File: src/core/dag_pkg.sv
`default_nettype none
// ****************************************************************
// shared constants for address generation and repeat control
// ****************************************************************
package dag_pkg;
   localparam int DAG_AW        = 16;   // data address width
   localparam int DAG_DW        = 16;   // data word width
   localparam int DAG_OFS_W     = 7;    // in-page word offset bits
   localparam int DAG_PAGE_W    = 9;    // page pointer bits
   localparam int DAG_NPTR      = 8;    // pointer register count
   localparam int DAG_SEL_W     = 3;    // pointer select width
   localparam int DAG_RPT_W     = 8;    // repeat counter width

   localparam logic [DAG_PAGE_W-1:0] DAG_PAGE_RST = 9'h000;
   localparam logic [DAG_SEL_W-1:0]  DAG_SEL_RST  = 3'h0;
   localparam logic [DAG_RPT_W-1:0]  DAG_RPT_RST  = 8'h00;
   localparam logic [DAG_AW-1:0]     DAG_PTR_RST  = 16'h0000;
   localparam logic [DAG_AW-1:0]     DAG_ONE      = 16'h0001;
   localparam logic [DAG_SEL_W-1:0]  DAG_IDX_REG  = 3'h0;

   // ----- bus register map (byte addresses) -----
   localparam logic [7:0] DAG_A_CTRL   = 8'h00; // mode, update, strobes
   localparam logic [7:0] DAG_A_PAGE   = 8'h04; // page pointer
   localparam logic [7:0] DAG_A_SEL    = 8'h08; // pointer select
   localparam logic [7:0] DAG_A_OFS    = 8'h0c; // instruction offset
   localparam logic [7:0] DAG_A_IMM    = 8'h10; // immediate operand
   localparam logic [7:0] DAG_A_MEM    = 8'h14; // memory operand
   localparam logic [7:0] DAG_A_ADDR   = 8'h18; // address / operand out
   localparam logic [7:0] DAG_A_RPT    = 8'h1c; // repeat counter
   localparam logic [7:0] DAG_A_STAT   = 8'h20; // status
   localparam logic [7:0] DAG_A_PTR0   = 8'h40; // pointers 0x40..0x5c
   localparam int         DAG_PTR_SH   = 2;     // word index shift

   // ----- control register fields -----
   localparam int DAG_F_MODE    = 0;  // 2-bit addressing mode
   localparam int DAG_F_UPD     = 2;  // 3-bit pointer update
   localparam int DAG_F_EXEC    = 8;  // write 1: execute one step
   localparam int DAG_F_RPTM    = 9;  // write 1: repeat from memory
   localparam int DAG_F_REPEAT_IMMEDIATE_OP    = 10; // write 1: repeat immediate
   localparam int DAG_F_MULTI   = 11; // step is multicycle
   localparam int DAG_F_WAIT    = 12; // wait state stretches step
   localparam int DAG_F_IRQ     = 13; // write 1: interrupt request

   typedef enum logic [1:0] {
      DAG_MODE_DIRECT,
      DAG_MODE_INDIRECT,
      DAG_MODE_IMMED
   } dag_mode_t;

   typedef enum logic [2:0] {
      DAG_UPD_NONE,
      DAG_UPD_INC,
      DAG_UPD_DEC,
      DAG_UPD_ADD0,
      DAG_UPD_SUB0,
      DAG_UPD_BRINC,
      DAG_UPD_BRDEC
   } dag_upd_t;
endpackage
`default_nettype wire

File: src/core/dag_ptr_if.sv
`default_nettype none
// ****************************************************************
// pointer-unit carrier between the core and its arithmetic unit
// ****************************************************************
interface dag_ptr_if;
   import dag_pkg::*;
   logic [DAG_AW-1:0] cur;   // selected pointer value
   logic [DAG_AW-1:0] idx;   // index pointer zero value
   dag_upd_t          upd;   // requested update
   logic [DAG_AW-1:0] nxt;   // updated pointer value
   modport core (output cur, output idx, output upd, input nxt);
   modport alu  (input cur, input idx, input upd, output nxt);
endinterface
`default_nettype wire

File: src/core/dag_ptr_alu.sv
`default_nettype none
// ****************************************************************
// pointer arithmetic unit
// ****************************************************************
module dag_ptr_alu
   import dag_pkg::*;
(
   dag_ptr_if.alu p
);
   // bit-reverse helper: reversed carry is plain add on mirrored bits
   function automatic logic [DAG_AW-1:0] rev(input logic [DAG_AW-1:0] v);
      logic [DAG_AW-1:0] r;
      r = '0;
      for (int i = 0; i < DAG_AW; i++) begin
         r[i] = v[DAG_AW-1-i];
      end
      return r;
   endfunction

   // one update per step on the chosen pointer
   always_comb begin
      case (p.upd)
         DAG_UPD_INC:   p.nxt = p.cur + DAG_ONE;
         DAG_UPD_DEC:   p.nxt = p.cur - DAG_ONE;
         DAG_UPD_ADD0:  p.nxt = p.cur + p.idx;
         DAG_UPD_SUB0:  p.nxt = p.cur - p.idx;
         DAG_UPD_BRINC: p.nxt = rev(rev(p.cur) + rev(p.idx));
         DAG_UPD_BRDEC: p.nxt = rev(rev(p.cur) - rev(p.idx));
         default:       p.nxt = p.cur;
      endcase
   end
endmodule
`default_nettype wire

File: src/core/dag_core.sv
// Register access over AHB-Lite and the placing of the registers are this design's own decisions.
`default_nettype none
module dag_core
   import dag_pkg::*;
(
   input  wire logic        hclk,
   input  wire logic        hresetn,
   input  wire logic        hsel,
   input  wire logic [31:0] haddr,
   input  wire logic [1:0]  htrans,
   input  wire logic        hwrite,
   input  wire logic [2:0]  hsize,
   input  wire logic [31:0] hwdata,
   input  wire logic        hready,
   output logic      [31:0] hrdata,
   output logic             hreadyout,
   output logic             hresp,
   output logic             irq_taken,
   output logic             dmem_rd
);
   // ****************************************************************
   // bus slave: address phase capture
   // ****************************************************************
   logic       wr_pend_q, wr_pend_d;  // write data phase pending
   logic [7:0] wr_addr_q, wr_addr_d;  // captured write address
   logic       rd_pend_q, rd_pend_d;  // read data phase pending
   logic [7:0] rd_addr_q, rd_addr_d;  // captured read address
   logic       take;                  // valid address phase

   // zero-wait slave; every access answers okay in the next cycle
   assign take      = hsel && hready && htrans[1];
   assign hreadyout = 1'b1;
   assign hresp     = 1'b0;

   always_comb begin
      wr_pend_d = take && hwrite;
      rd_pend_d = take && !hwrite;
      wr_addr_d = take ? haddr[7:0] : wr_addr_q;
      rd_addr_d = take ? haddr[7:0] : rd_addr_q;
   end

   always_ff @(posedge hclk or negedge hresetn) begin
      if (!hresetn) begin
         wr_pend_q <= 1'b0;
         rd_pend_q <= 1'b0;
         wr_addr_q <= 8'h00;
         rd_addr_q <= 8'h00;
      end else begin
         wr_pend_q <= wr_pend_d;
         rd_pend_q <= rd_pend_d;
         wr_addr_q <= wr_addr_d;
         rd_addr_q <= rd_addr_d;
      end
   end

   // ****************************************************************
   // datapath state
   // ****************************************************************
   logic [DAG_PAGE_W-1:0] page_q, page_d;     // page pointer
   logic [DAG_SEL_W-1:0]  sel_q, sel_d;       // pointer_select
   logic [DAG_OFS_W-1:0]  ofs_q, ofs_d;       // instruction offset
   logic [DAG_DW-1:0]     imm_q, imm_d;       // instruction immediate
   logic [DAG_DW-1:0]     mem_q, mem_d;       // memory operand
   logic [1:0]            mode_q, mode_d;     // addressing mode
   logic [2:0]            upd_q, upd_d;       // pointer update kind
   logic                  multi_q, multi_d;   // multicycle step
   logic                  wait_q, wait_d;     // wait-state stretch
   logic [DAG_AW-1:0]     out_q, out_d;       // address or operand
   logic                  rd_q, rd_d;         // memory accessed
   logic [DAG_RPT_W-1:0]  rpt_q, rpt_d;       // repeat_count_reg
   logic                  rpt_on_q, rpt_on_d; // repeat armed/active
   logic                  busy_q, busy_d;     // wait-stretched step in flight
   logic                  irq_pend_q, irq_pend_d; // held interrupt
   logic                  irq_q, irq_d;       // interrupt taken pulse
   logic [DAG_DW-1:0]     pf_q, pf_d;         // prefetched word
   logic [DAG_AW-1:0]     ptr_q [DAG_NPTR];   // address_pointer_regs
   logic [DAG_AW-1:0]     ptr_d [DAG_NPTR];

   logic                  wr;                 // write data phase
   logic [31:0]           wd;                 // write data
   logic                  exec;               // step strobe
   logic                  ptr_hit;            // write hits pointer bank
   logic [DAG_SEL_W-1:0]  ptr_wi;             // written pointer index

   dag_ptr_if pif ();
   dag_ptr_alu u_alu (.p(pif));

   assign wr      = wr_pend_q;
   assign wd      = hwdata;
   assign exec    = wr && (wr_addr_q == DAG_A_CTRL) && wd[DAG_F_EXEC];
   assign ptr_hit = wr && (wr_addr_q[7:5] == DAG_A_PTR0[7:5]);
   assign ptr_wi  = wr_addr_q[DAG_PTR_SH +: DAG_SEL_W];

   // selected pointer feeds the arithmetic unit
   assign pif.cur = ptr_q[sel_q];
   assign pif.idx = ptr_q[DAG_IDX_REG];
   // a single step outside repeat uses the update kind written with it, not the stale one
   assign pif.upd = dag_upd_t'((exec && !rpt_on_q) ?
                               wd[DAG_F_UPD +: 3] : upd_q);

   // ****************************************************************
   // step, repeat and interrupt sequencing
   // ****************************************************************
   always_comb begin
      page_d     = page_q;
      sel_d      = sel_q;
      ofs_d      = ofs_q;
      imm_d      = imm_q;
      mem_d      = mem_q;
      mode_d     = mode_q;
      upd_d      = upd_q;
      multi_d    = multi_q;
      wait_d     = wait_q;
      out_d      = out_q;
      rd_d       = 1'b0;
      rpt_d      = rpt_q;
      rpt_on_d   = rpt_on_q;
      busy_d     = 1'b0;
      irq_pend_d = irq_pend_q;
      irq_d      = 1'b0;
      pf_d       = pf_q;
      for (int i = 0; i < DAG_NPTR; i++) begin
         ptr_d[i] = ptr_q[i];
      end
      // plain register writes
      if (wr) begin
         case (wr_addr_q)
            DAG_A_PAGE: page_d = wd[DAG_PAGE_W-1:0];
            DAG_A_OFS:  ofs_d  = wd[DAG_OFS_W-1:0];
            DAG_A_IMM:  imm_d  = wd[DAG_DW-1:0];
            DAG_A_MEM:  mem_d  = wd[DAG_DW-1:0];
            DAG_A_CTRL: begin
               mode_d  = wd[DAG_F_MODE +: 2];
               upd_d   = wd[DAG_F_UPD +: 3];
               multi_d = wd[DAG_F_MULTI];
               wait_d  = wd[DAG_F_WAIT];
            end
            default: ;
         endcase
         if (ptr_hit) begin
            ptr_d[ptr_wi] = wd[DAG_AW-1:0];
         end
      end
      // counter load: memory operand or immediate
      if (wr && (wr_addr_q == DAG_A_CTRL) && wd[DAG_F_RPTM]) begin
         rpt_d    = mem_q[DAG_RPT_W-1:0];
         rpt_on_d = 1'b1;
      end else if (wr && (wr_addr_q == DAG_A_CTRL) && wd[DAG_F_REPEAT_IMMEDIATE_OP]) begin
         rpt_d    = imm_q[DAG_RPT_W-1:0];
         rpt_on_d = 1'b1;
      end
      // a wait-stretched step stays busy one extra cycle
      if (exec && wd[DAG_F_WAIT] && !rpt_on_q) begin
         busy_d = 1'b1;
      end
      // execute one step: form address; only indirect mode updates the pointer
      if (exec || rpt_on_q) begin
         case (dag_mode_t'(rpt_on_q ? mode_q : wd[DAG_F_MODE +: 2]))
            DAG_MODE_DIRECT: begin
               out_d = {page_q, ofs_q};
               rd_d  = 1'b1;
            end
            DAG_MODE_INDIRECT: begin
               out_d = pif.cur;
               rd_d  = 1'b1;
               ptr_d[sel_q] = pif.nxt;
            end
            DAG_MODE_IMMED: begin
               out_d = imm_q;
            end
            default: ;
         endcase
         pf_d = imm_q;
      end
      // repeat: each iteration one cycle, count+1 in total
      if (rpt_on_q) begin
         if (rpt_q == DAG_RPT_RST) begin
            rpt_on_d = 1'b0;
         end else begin
            rpt_d = rpt_q - 8'h01;
         end
      end
      // pointer select changes only after the step's update
      if (wr && (wr_addr_q == DAG_A_SEL)) begin
         sel_d = wd[DAG_SEL_W-1:0];
      end
      // interrupt request held while repeat or stretch runs
      if (irq_pend_q && !rpt_on_q && !busy_q && !exec) begin
         irq_d      = 1'b1;
         irq_pend_d = 1'b0;
      end
      // a new request in the accepting cycle wins, so none is lost
      if (wr && (wr_addr_q == DAG_A_CTRL) && wd[DAG_F_IRQ]) begin
         irq_pend_d = 1'b1;
      end
   end

   // register everything; pointers reset to zero
   always_ff @(posedge hclk or negedge hresetn) begin
      if (!hresetn) begin
         page_q     <= DAG_PAGE_RST;
         sel_q      <= DAG_SEL_RST;
         ofs_q      <= '0;
         imm_q      <= '0;
         mem_q      <= '0;
         mode_q     <= '0;
         upd_q      <= '0;
         multi_q    <= 1'b0;
         wait_q     <= 1'b0;
         out_q      <= DAG_PTR_RST;
         rd_q       <= 1'b0;
         rpt_q      <= DAG_RPT_RST;
         rpt_on_q   <= 1'b0;
         busy_q     <= 1'b0;
         irq_pend_q <= 1'b0;
         irq_q      <= 1'b0;
         pf_q       <= '0;
         for (int i = 0; i < DAG_NPTR; i++) begin
            ptr_q[i] <= DAG_PTR_RST;
         end
      end else begin
         page_q     <= page_d;
         sel_q      <= sel_d;
         ofs_q      <= ofs_d;
         imm_q      <= imm_d;
         mem_q      <= mem_d;
         mode_q     <= mode_d;
         upd_q      <= upd_d;
         multi_q    <= multi_d;
         wait_q     <= wait_d;
         out_q      <= out_d;
         rd_q       <= rd_d;
         rpt_q      <= rpt_d;
         rpt_on_q   <= rpt_on_d;
         busy_q     <= busy_d;
         irq_pend_q <= irq_pend_d;
         irq_q      <= irq_d;
         pf_q       <= pf_d;
         for (int i = 0; i < DAG_NPTR; i++) begin
            ptr_q[i] <= ptr_d[i];
         end
      end
   end

   assign irq_taken = irq_q;
   assign dmem_rd   = rd_q;

   // ****************************************************************
   // read mux; unmapped addresses read zero
   // ****************************************************************
   always_comb begin
      hrdata = 32'h0000_0000;
      if (rd_pend_q) begin
         if (rd_addr_q[7:5] == DAG_A_PTR0[7:5]) begin
            hrdata[DAG_AW-1:0] = ptr_q[rd_addr_q[DAG_PTR_SH +: DAG_SEL_W]];
         end else begin
            case (rd_addr_q)
               DAG_A_CTRL: hrdata[13:0] = {1'b0, wait_q, multi_q, 3'b000,
                                           3'b000, upd_q, mode_q};
               DAG_A_PAGE: hrdata[DAG_PAGE_W-1:0] = page_q;
               DAG_A_SEL:  hrdata[DAG_SEL_W-1:0]  = sel_q;
               DAG_A_OFS:  hrdata[DAG_OFS_W-1:0]  = ofs_q;
               DAG_A_IMM:  hrdata[DAG_DW-1:0]     = imm_q;
               DAG_A_MEM:  hrdata[DAG_DW-1:0]     = mem_q;
               DAG_A_ADDR: hrdata[DAG_AW-1:0]     = out_q;
               DAG_A_RPT:  hrdata[DAG_RPT_W-1:0]  = rpt_q;
               // prefetched word sits in the upper half of status
               DAG_A_STAT: hrdata = {pf_q, 12'h000, irq_pend_q, busy_q,
                                     rpt_on_q, rd_q};
               default:    hrdata = 32'h0000_0000;
            endcase
         end
      end
   end
endmodule
`default_nettype wire

File: config.mk
export PLATFORM = sky130hd
export DESIGN_NAME = dag_core
export DESIGN_NICKNAME = d
export VERILOG_FILES = /design/src/core/dag_pkg.sv /design/src/core/dag_ptr_if.sv /design/src/core/dag_ptr_alu.sv /design/src/core/dag_core.sv
export SDC_FILE = /design/constraint.sdc
export NUM_CORES = 1
export LEC_CHECK = 0
export BUFFER_PORTS_ARGS = -buffer_cell sky130_fd_sc_hd__buf_2
export CAP_MARGIN = 20
export CORE_UTILIZATION = 55
export CTS_CLUSTER_DIAMETER = 50
export DETAILED_ROUTE_END_ITERATION = 8
export PLACE_DENSITY = 0.73
export REMOVE_ABC_BUFFERS = 1
export SLEW_MARGIN = 20
export SYNTH_ARGS = -nofsm -noshare
export SYNTH_HDL_FRONTEND = slang
export SYNTH_SLANG_ARGS = --single-unit
File: constraint.sdc
create_clock -name hclk -period 10.1 [get_ports hclk]
set_clock_uncertainty 0.2 [all_clocks]
set_input_delay 0.505 -clock hclk [delete_from_list [all_inputs] [get_ports hclk]]
set_output_delay 0.505 -clock hclk [all_outputs]
set_load 0.01 [all_outputs]
==> reports/summary.md <==
Setup repair after global routing left no endpoint under its margin. The biggest area consumer among synthesized cells was sky130_fd_sc_hd__dfrtp_1. In this run the worst path has a maximum fanout of 23. The startpoint identified for the worst hold timing path is hwdata[13]. Cells with a size suffix above 1 make up 19.8% of the layout. Clock tree synthesis inserted a total of 30 buffers. The count of buffer and inverter cells on the critical path was 1; the sequential-to-total area share from yosys stat was 35.0%.

Yosys attributes the largest share of cell area to sky130_fd_sc_hd__dfrtp_1 (35%), sky130_fd_sc_hd__mux2_2 (10%), sky130_fd_sc_hd__nand2_1 (5.7%). Of all flip-flops after synthesis, the portion carrying an async set or reset was 100%. The number of global-route vias before repair was 14600; the global route total overflow was 0. By count the netlist is led by sky130_fd_sc_hd__nand2_1 (262), sky130_fd_sc_hd__dfrtp_1 (241), sky130_fd_sc_hd__mux2_2 (155), sky130_fd_sc_hd__o21ai_0 (151), sky130_fd_sc_hd__nor2_1 (117). For the worst setup path, the data arrival time is 6.47 ns. The final critical path time including I/O delays and setup was 6.25 ns. Layout-stage area growth over the synthesis result: 10.8%. Among all cell types in the netlist, the one instantiated most often is sky130_fd_sc_hd__nand2_1. The initialized floorplan defines 64 standard-cell rows. Summed over all nets, the half-perimeter wirelength after detailed placement is 40.5 mm. The final RePlAce weighted congestion is 0.979, and the slew at the pin closest to its max-slew limit is 1.21 ns.

Share of the cycle needed by the critical path after routing: 61.9%. The slowest stage of the critical path is the sky130_fd_sc_hd__mux2i_1 cell. The floorplan die height is 179 µm.

Setup violations remaining at the end of the flow were counted as 0. Insertion delay to the later sink of the worst-skew pair: 0.58 ns. The synthesized netlist occupies a cell area of 17200 µm². The number of storage elements in the synthesis netlist came out at 241.

The synthesized design devotes to its leading area cell type 35.0% of total area. The pin count of the biggest net entering global routing was 103. In this run, placement finished with an instance count of 2268. Starting DRC count in detailed routing: 2117.

The worst hold path belongs to the class input port to flip-flop. The run finished with clean final reports. CTS H-tree depth: 1.

The critical path starts at rd_addr_q[1]. Yosys mapped a number of flops with a built-in enable equal to 0. The areal power density over the cells works out to 251 nW/µm².

During I/O placement, the number of pins put on the boundary was 110. After detailed routing, the average wire length per cell comes to 25.5 µm. The area of the core was 30700 µm².

Power share of the sequential group: 31.1%. Combinational cells account for 44.4% of the total power. The worst supply voltage drop on vdd is 0.183 mV.

In this run the remaining antenna-violating nets after routing total 0. Global routing used 37.0% of the available tracks. The root buffer cell is sky130_fd_sc_hd__clkbuf_16.

During synthesis, Yosys emitted a total of 0 warnings. The kind of launch point of the worst setup path is a flip-flop. The startpoint identified for the worst register-to-register timing path is rd_addr_q[1]. The worst setup path is captured at a flip-flop. The run gives 10.32 ns as the critical path required time.

The critical path in this run is classified as flip-flop to flip-flop. The switching power summed over all nets is 0.00196 W, and the cell count after synthesis is 1904. Flip-flop cell with the highest count after synthesis: sky130_fd_sc_hd__dfrtp_1.

Traced cell by cell, the critical path runs through or4_1, nor4_4, buf_4, mux2i_1, a21oi_1, o2bb2ai_1, ha_1, o21a_1, o31a_1, o41ai_1, o211ai_1, a41oi_1, xnor3_1, a21oi_2, mux2i_1. A synthesized cell averages 9.05 µm². The final layout contains 2044 nets.

Initial antenna violation count: 2. Kind of cell adding the most delay to the critical path: compound AO/OA/AOI/OAI gates. The layout has 2607 filler cells. TritonCTS built the clock tree. The cell that appears most often on the critical path is sky130_fd_sc_hd__mux2i_1. The horizontal die dimension came out at 179 µm. The total routed wirelength was 59.6 mm; the post-synthesis cell type count was 85.

The overall die area was 32000 µm². The per-cell via count in the routed design was 6.84; the number of sinks driven by the clock tree was 241. In this run, the clock network consumes 24.5% of the power. The wire length of the first global-routing pass is 88.6 mm. 0 antenna diodes ended up in the layout.

Setup total negative slack on the finished layout was measured at 0 ns. Buffers added to address setup during post-CTS repair amount to 0. The final-report max-slew violation count was 0. The largest stage delay on the critical path was 0.86 ns; the number of maximum-capacitance constraint violations was 0. Of the total power, the share spent switching nets is 40.8%. Total internal power: 0.00284 W.

The maximum root-to-sink buffer count came out at 3. The tools report the remaining max-slew budget at the tightest pin as 19.1%. The length of the first detailed-routing pass in iterations is 6, and the number of DRC violations after detailed routing is 0. The tools report the achievable clock frequency as 160 MHz. Summed over all cells, the static leakage comes to 8.18 nW.

The run gives 56.2% as the starting density of the core. Clock transition at the register clock pins on the worst setup and hold paths after CTS: 0.06 ns. The count of final hold-check violations came out at 0.

The routed layout has 16000 vias. Once layout is complete, the cells apart from fillers number 2335. The count of input and output buffers came out at 63.
path summary, 6_finish.rpt:
kind	end	slack [ns]	depth (start not counted)
max	ptr_q[31]	3.85	15
min	irq_pend_q	0.15	3
max reg2reg	ptr_q[31]	3.85	15
min reg2reg	pf_q[13]	0.26	2
max in group asynchronous	ptr_q[11]	7.30	4
min in group asynchronous	pf_q[3]	0.32	2
routing by layer:
metal	GRT usage [%]	wire, µm	part of all wire [%]
met1	48.9	23700	40
met2	57.4	26500	44
met3	7.68	6080	10
met4	18.5	3240	5.4
met5	0	13	0.022
stage by stage:
stage	hold WS [ns]	utilization [%]	worst slack (ns)	power, W	cell area, µm²
6_report	0.153	62.2	3.85	0.00480	19100
5_1_grt	0.138	62.2	3.57	0.00504	19100
4_1_cts	0.123	62.2	3.94	0.00473	19100
3_5_place_dp	0.248	58.3	4.00	0.00354	17900
3_3_place_gp	0.243	58.2	4.11	0.00348	17900
2_1_floorplan	0.00941	-	3.87	0.00290	16700
kinds of logic after synthesis:
| logic type | after synthesis | synth area share, % |
|---|---|---|
| AO/OA/AOI/OAI | 552 | 20.9 |
| XOR/XNOR | 21 | 1.15 |
| adder cells (fa/ha/maj) | 56 | 4.19 |
| buffers and inverters | 190 | 4.39 |
| flip-flops | 241 | 35.0 |
| multiplexers | 266 | 19.0 |
| other | 2 | 0.0436 |
| AND/OR/NAND/NOR | 576 | 15.3 |
registers in the layout (all words and copies together), names as in the netlist, 3 cells and up:
signal / cells
ptr_q: 112
imm_q: 16
mem_q: 16
out_q: 16
pf_q: 16
pif.idx: 16
page_q: 9
rd_addr_q: 8
rpt_q: 8
ofs_q: 7
sel_q: 3
upd_q: 3
layout make-up:
cell class              instances  area (µm²)  area share, %
repair buffers                119         772           4.04
clock inverters                20         303           1.59
inverters                      50         188          0.983
multi-input cells            1473       10500           55.0
flip-flops and latches        241        6040           31.6
clock buffers                  36         793           4.16
well taps                     396         495           2.60
worst min-delay path, stage by stage:
cell and delay [ns]:
sky130_fd_sc_hd__buf_2 0.22, sky130_fd_sc_hd__nand2_1 0.11, sky130_fd_sc_hd__nand2_1 0.05
layout by cell type, fill, tap and decap left out, types with 7 or more instances in the layout:
master,instances
sky130_fd_sc_hd__nand2b_1,17
sky130_fd_sc_hd__a221o_1,7
sky130_fd_sc_hd__nor4_1,13
sky130_fd_sc_hd__o22ai_1,30
sky130_fd_sc_hd__a31oi_1,21
sky130_fd_sc_hd__a21oi_1,108
sky130_fd_sc_hd__a22oi_1,55
sky130_fd_sc_hd__nor2b_1,25
sky130_fd_sc_hd__o211ai_1,12
sky130_fd_sc_hd__dfrtp_1,237
sky130_fd_sc_hd__inv_1,49
sky130_fd_sc_hd__clkbuf_16,30
sky130_fd_sc_hd__ha_1,52
sky130_fd_sc_hd__mux2_2,155
sky130_fd_sc_hd__a221oi_1,19
sky130_fd_sc_hd__nand3_1,30
sky130_fd_sc_hd__a21o_1,13
sky130_fd_sc_hd__a211oi_1,15
sky130_fd_sc_hd__buf_4,44
sky130_fd_sc_hd__o21ai_1,16
sky130_fd_sc_hd__mux2i_1,76
sky130_fd_sc_hd__and2_1,26
sky130_fd_sc_hd__buf_2,63
sky130_fd_sc_hd__or3_1,14
sky130_fd_sc_hd__mux4_2,34
sky130_fd_sc_hd__o21ai_0,151
sky130_fd_sc_hd__dlygate4sd3_1,10
sky130_fd_sc_hd__o21a_1,24
sky130_fd_sc_hd__nand2_1,261
sky130_fd_sc_hd__and3_1,7
sky130_fd_sc_hd__xnor2_1,15
sky130_fd_sc_hd__o221ai_1,11
sky130_fd_sc_hd__nor3_1,33
sky130_fd_sc_hd__nor2_1,114
sky130_fd_sc_hd__o21bai_1,7
power by group through the flow:
stage / logic [W] / clock network, W / registers, W
2_1_floorplan: 0.00148 / 0 / 0.00142
3_3_place_gp: 0.00201 / 0 / 0.00147
3_5_place_dp: 0.00205 / 0 / 0.00149
4_1_cts: 0.00207 / 0.00118 / 0.00147
5_1_grt: 0.00230 / 0.00123 / 0.00151
6_report: 0.00213 / 0.00118 / 0.00149
repair_timing:
| action | CTS | global route |
|---|---|---|
| endpoints found under the hold margin | 111 | 0 |
| hold buffers | 10 | 0 |
| gates resized for setup | 0 | 0 |
Note: power is estimated with default switching activity, not from simulation.
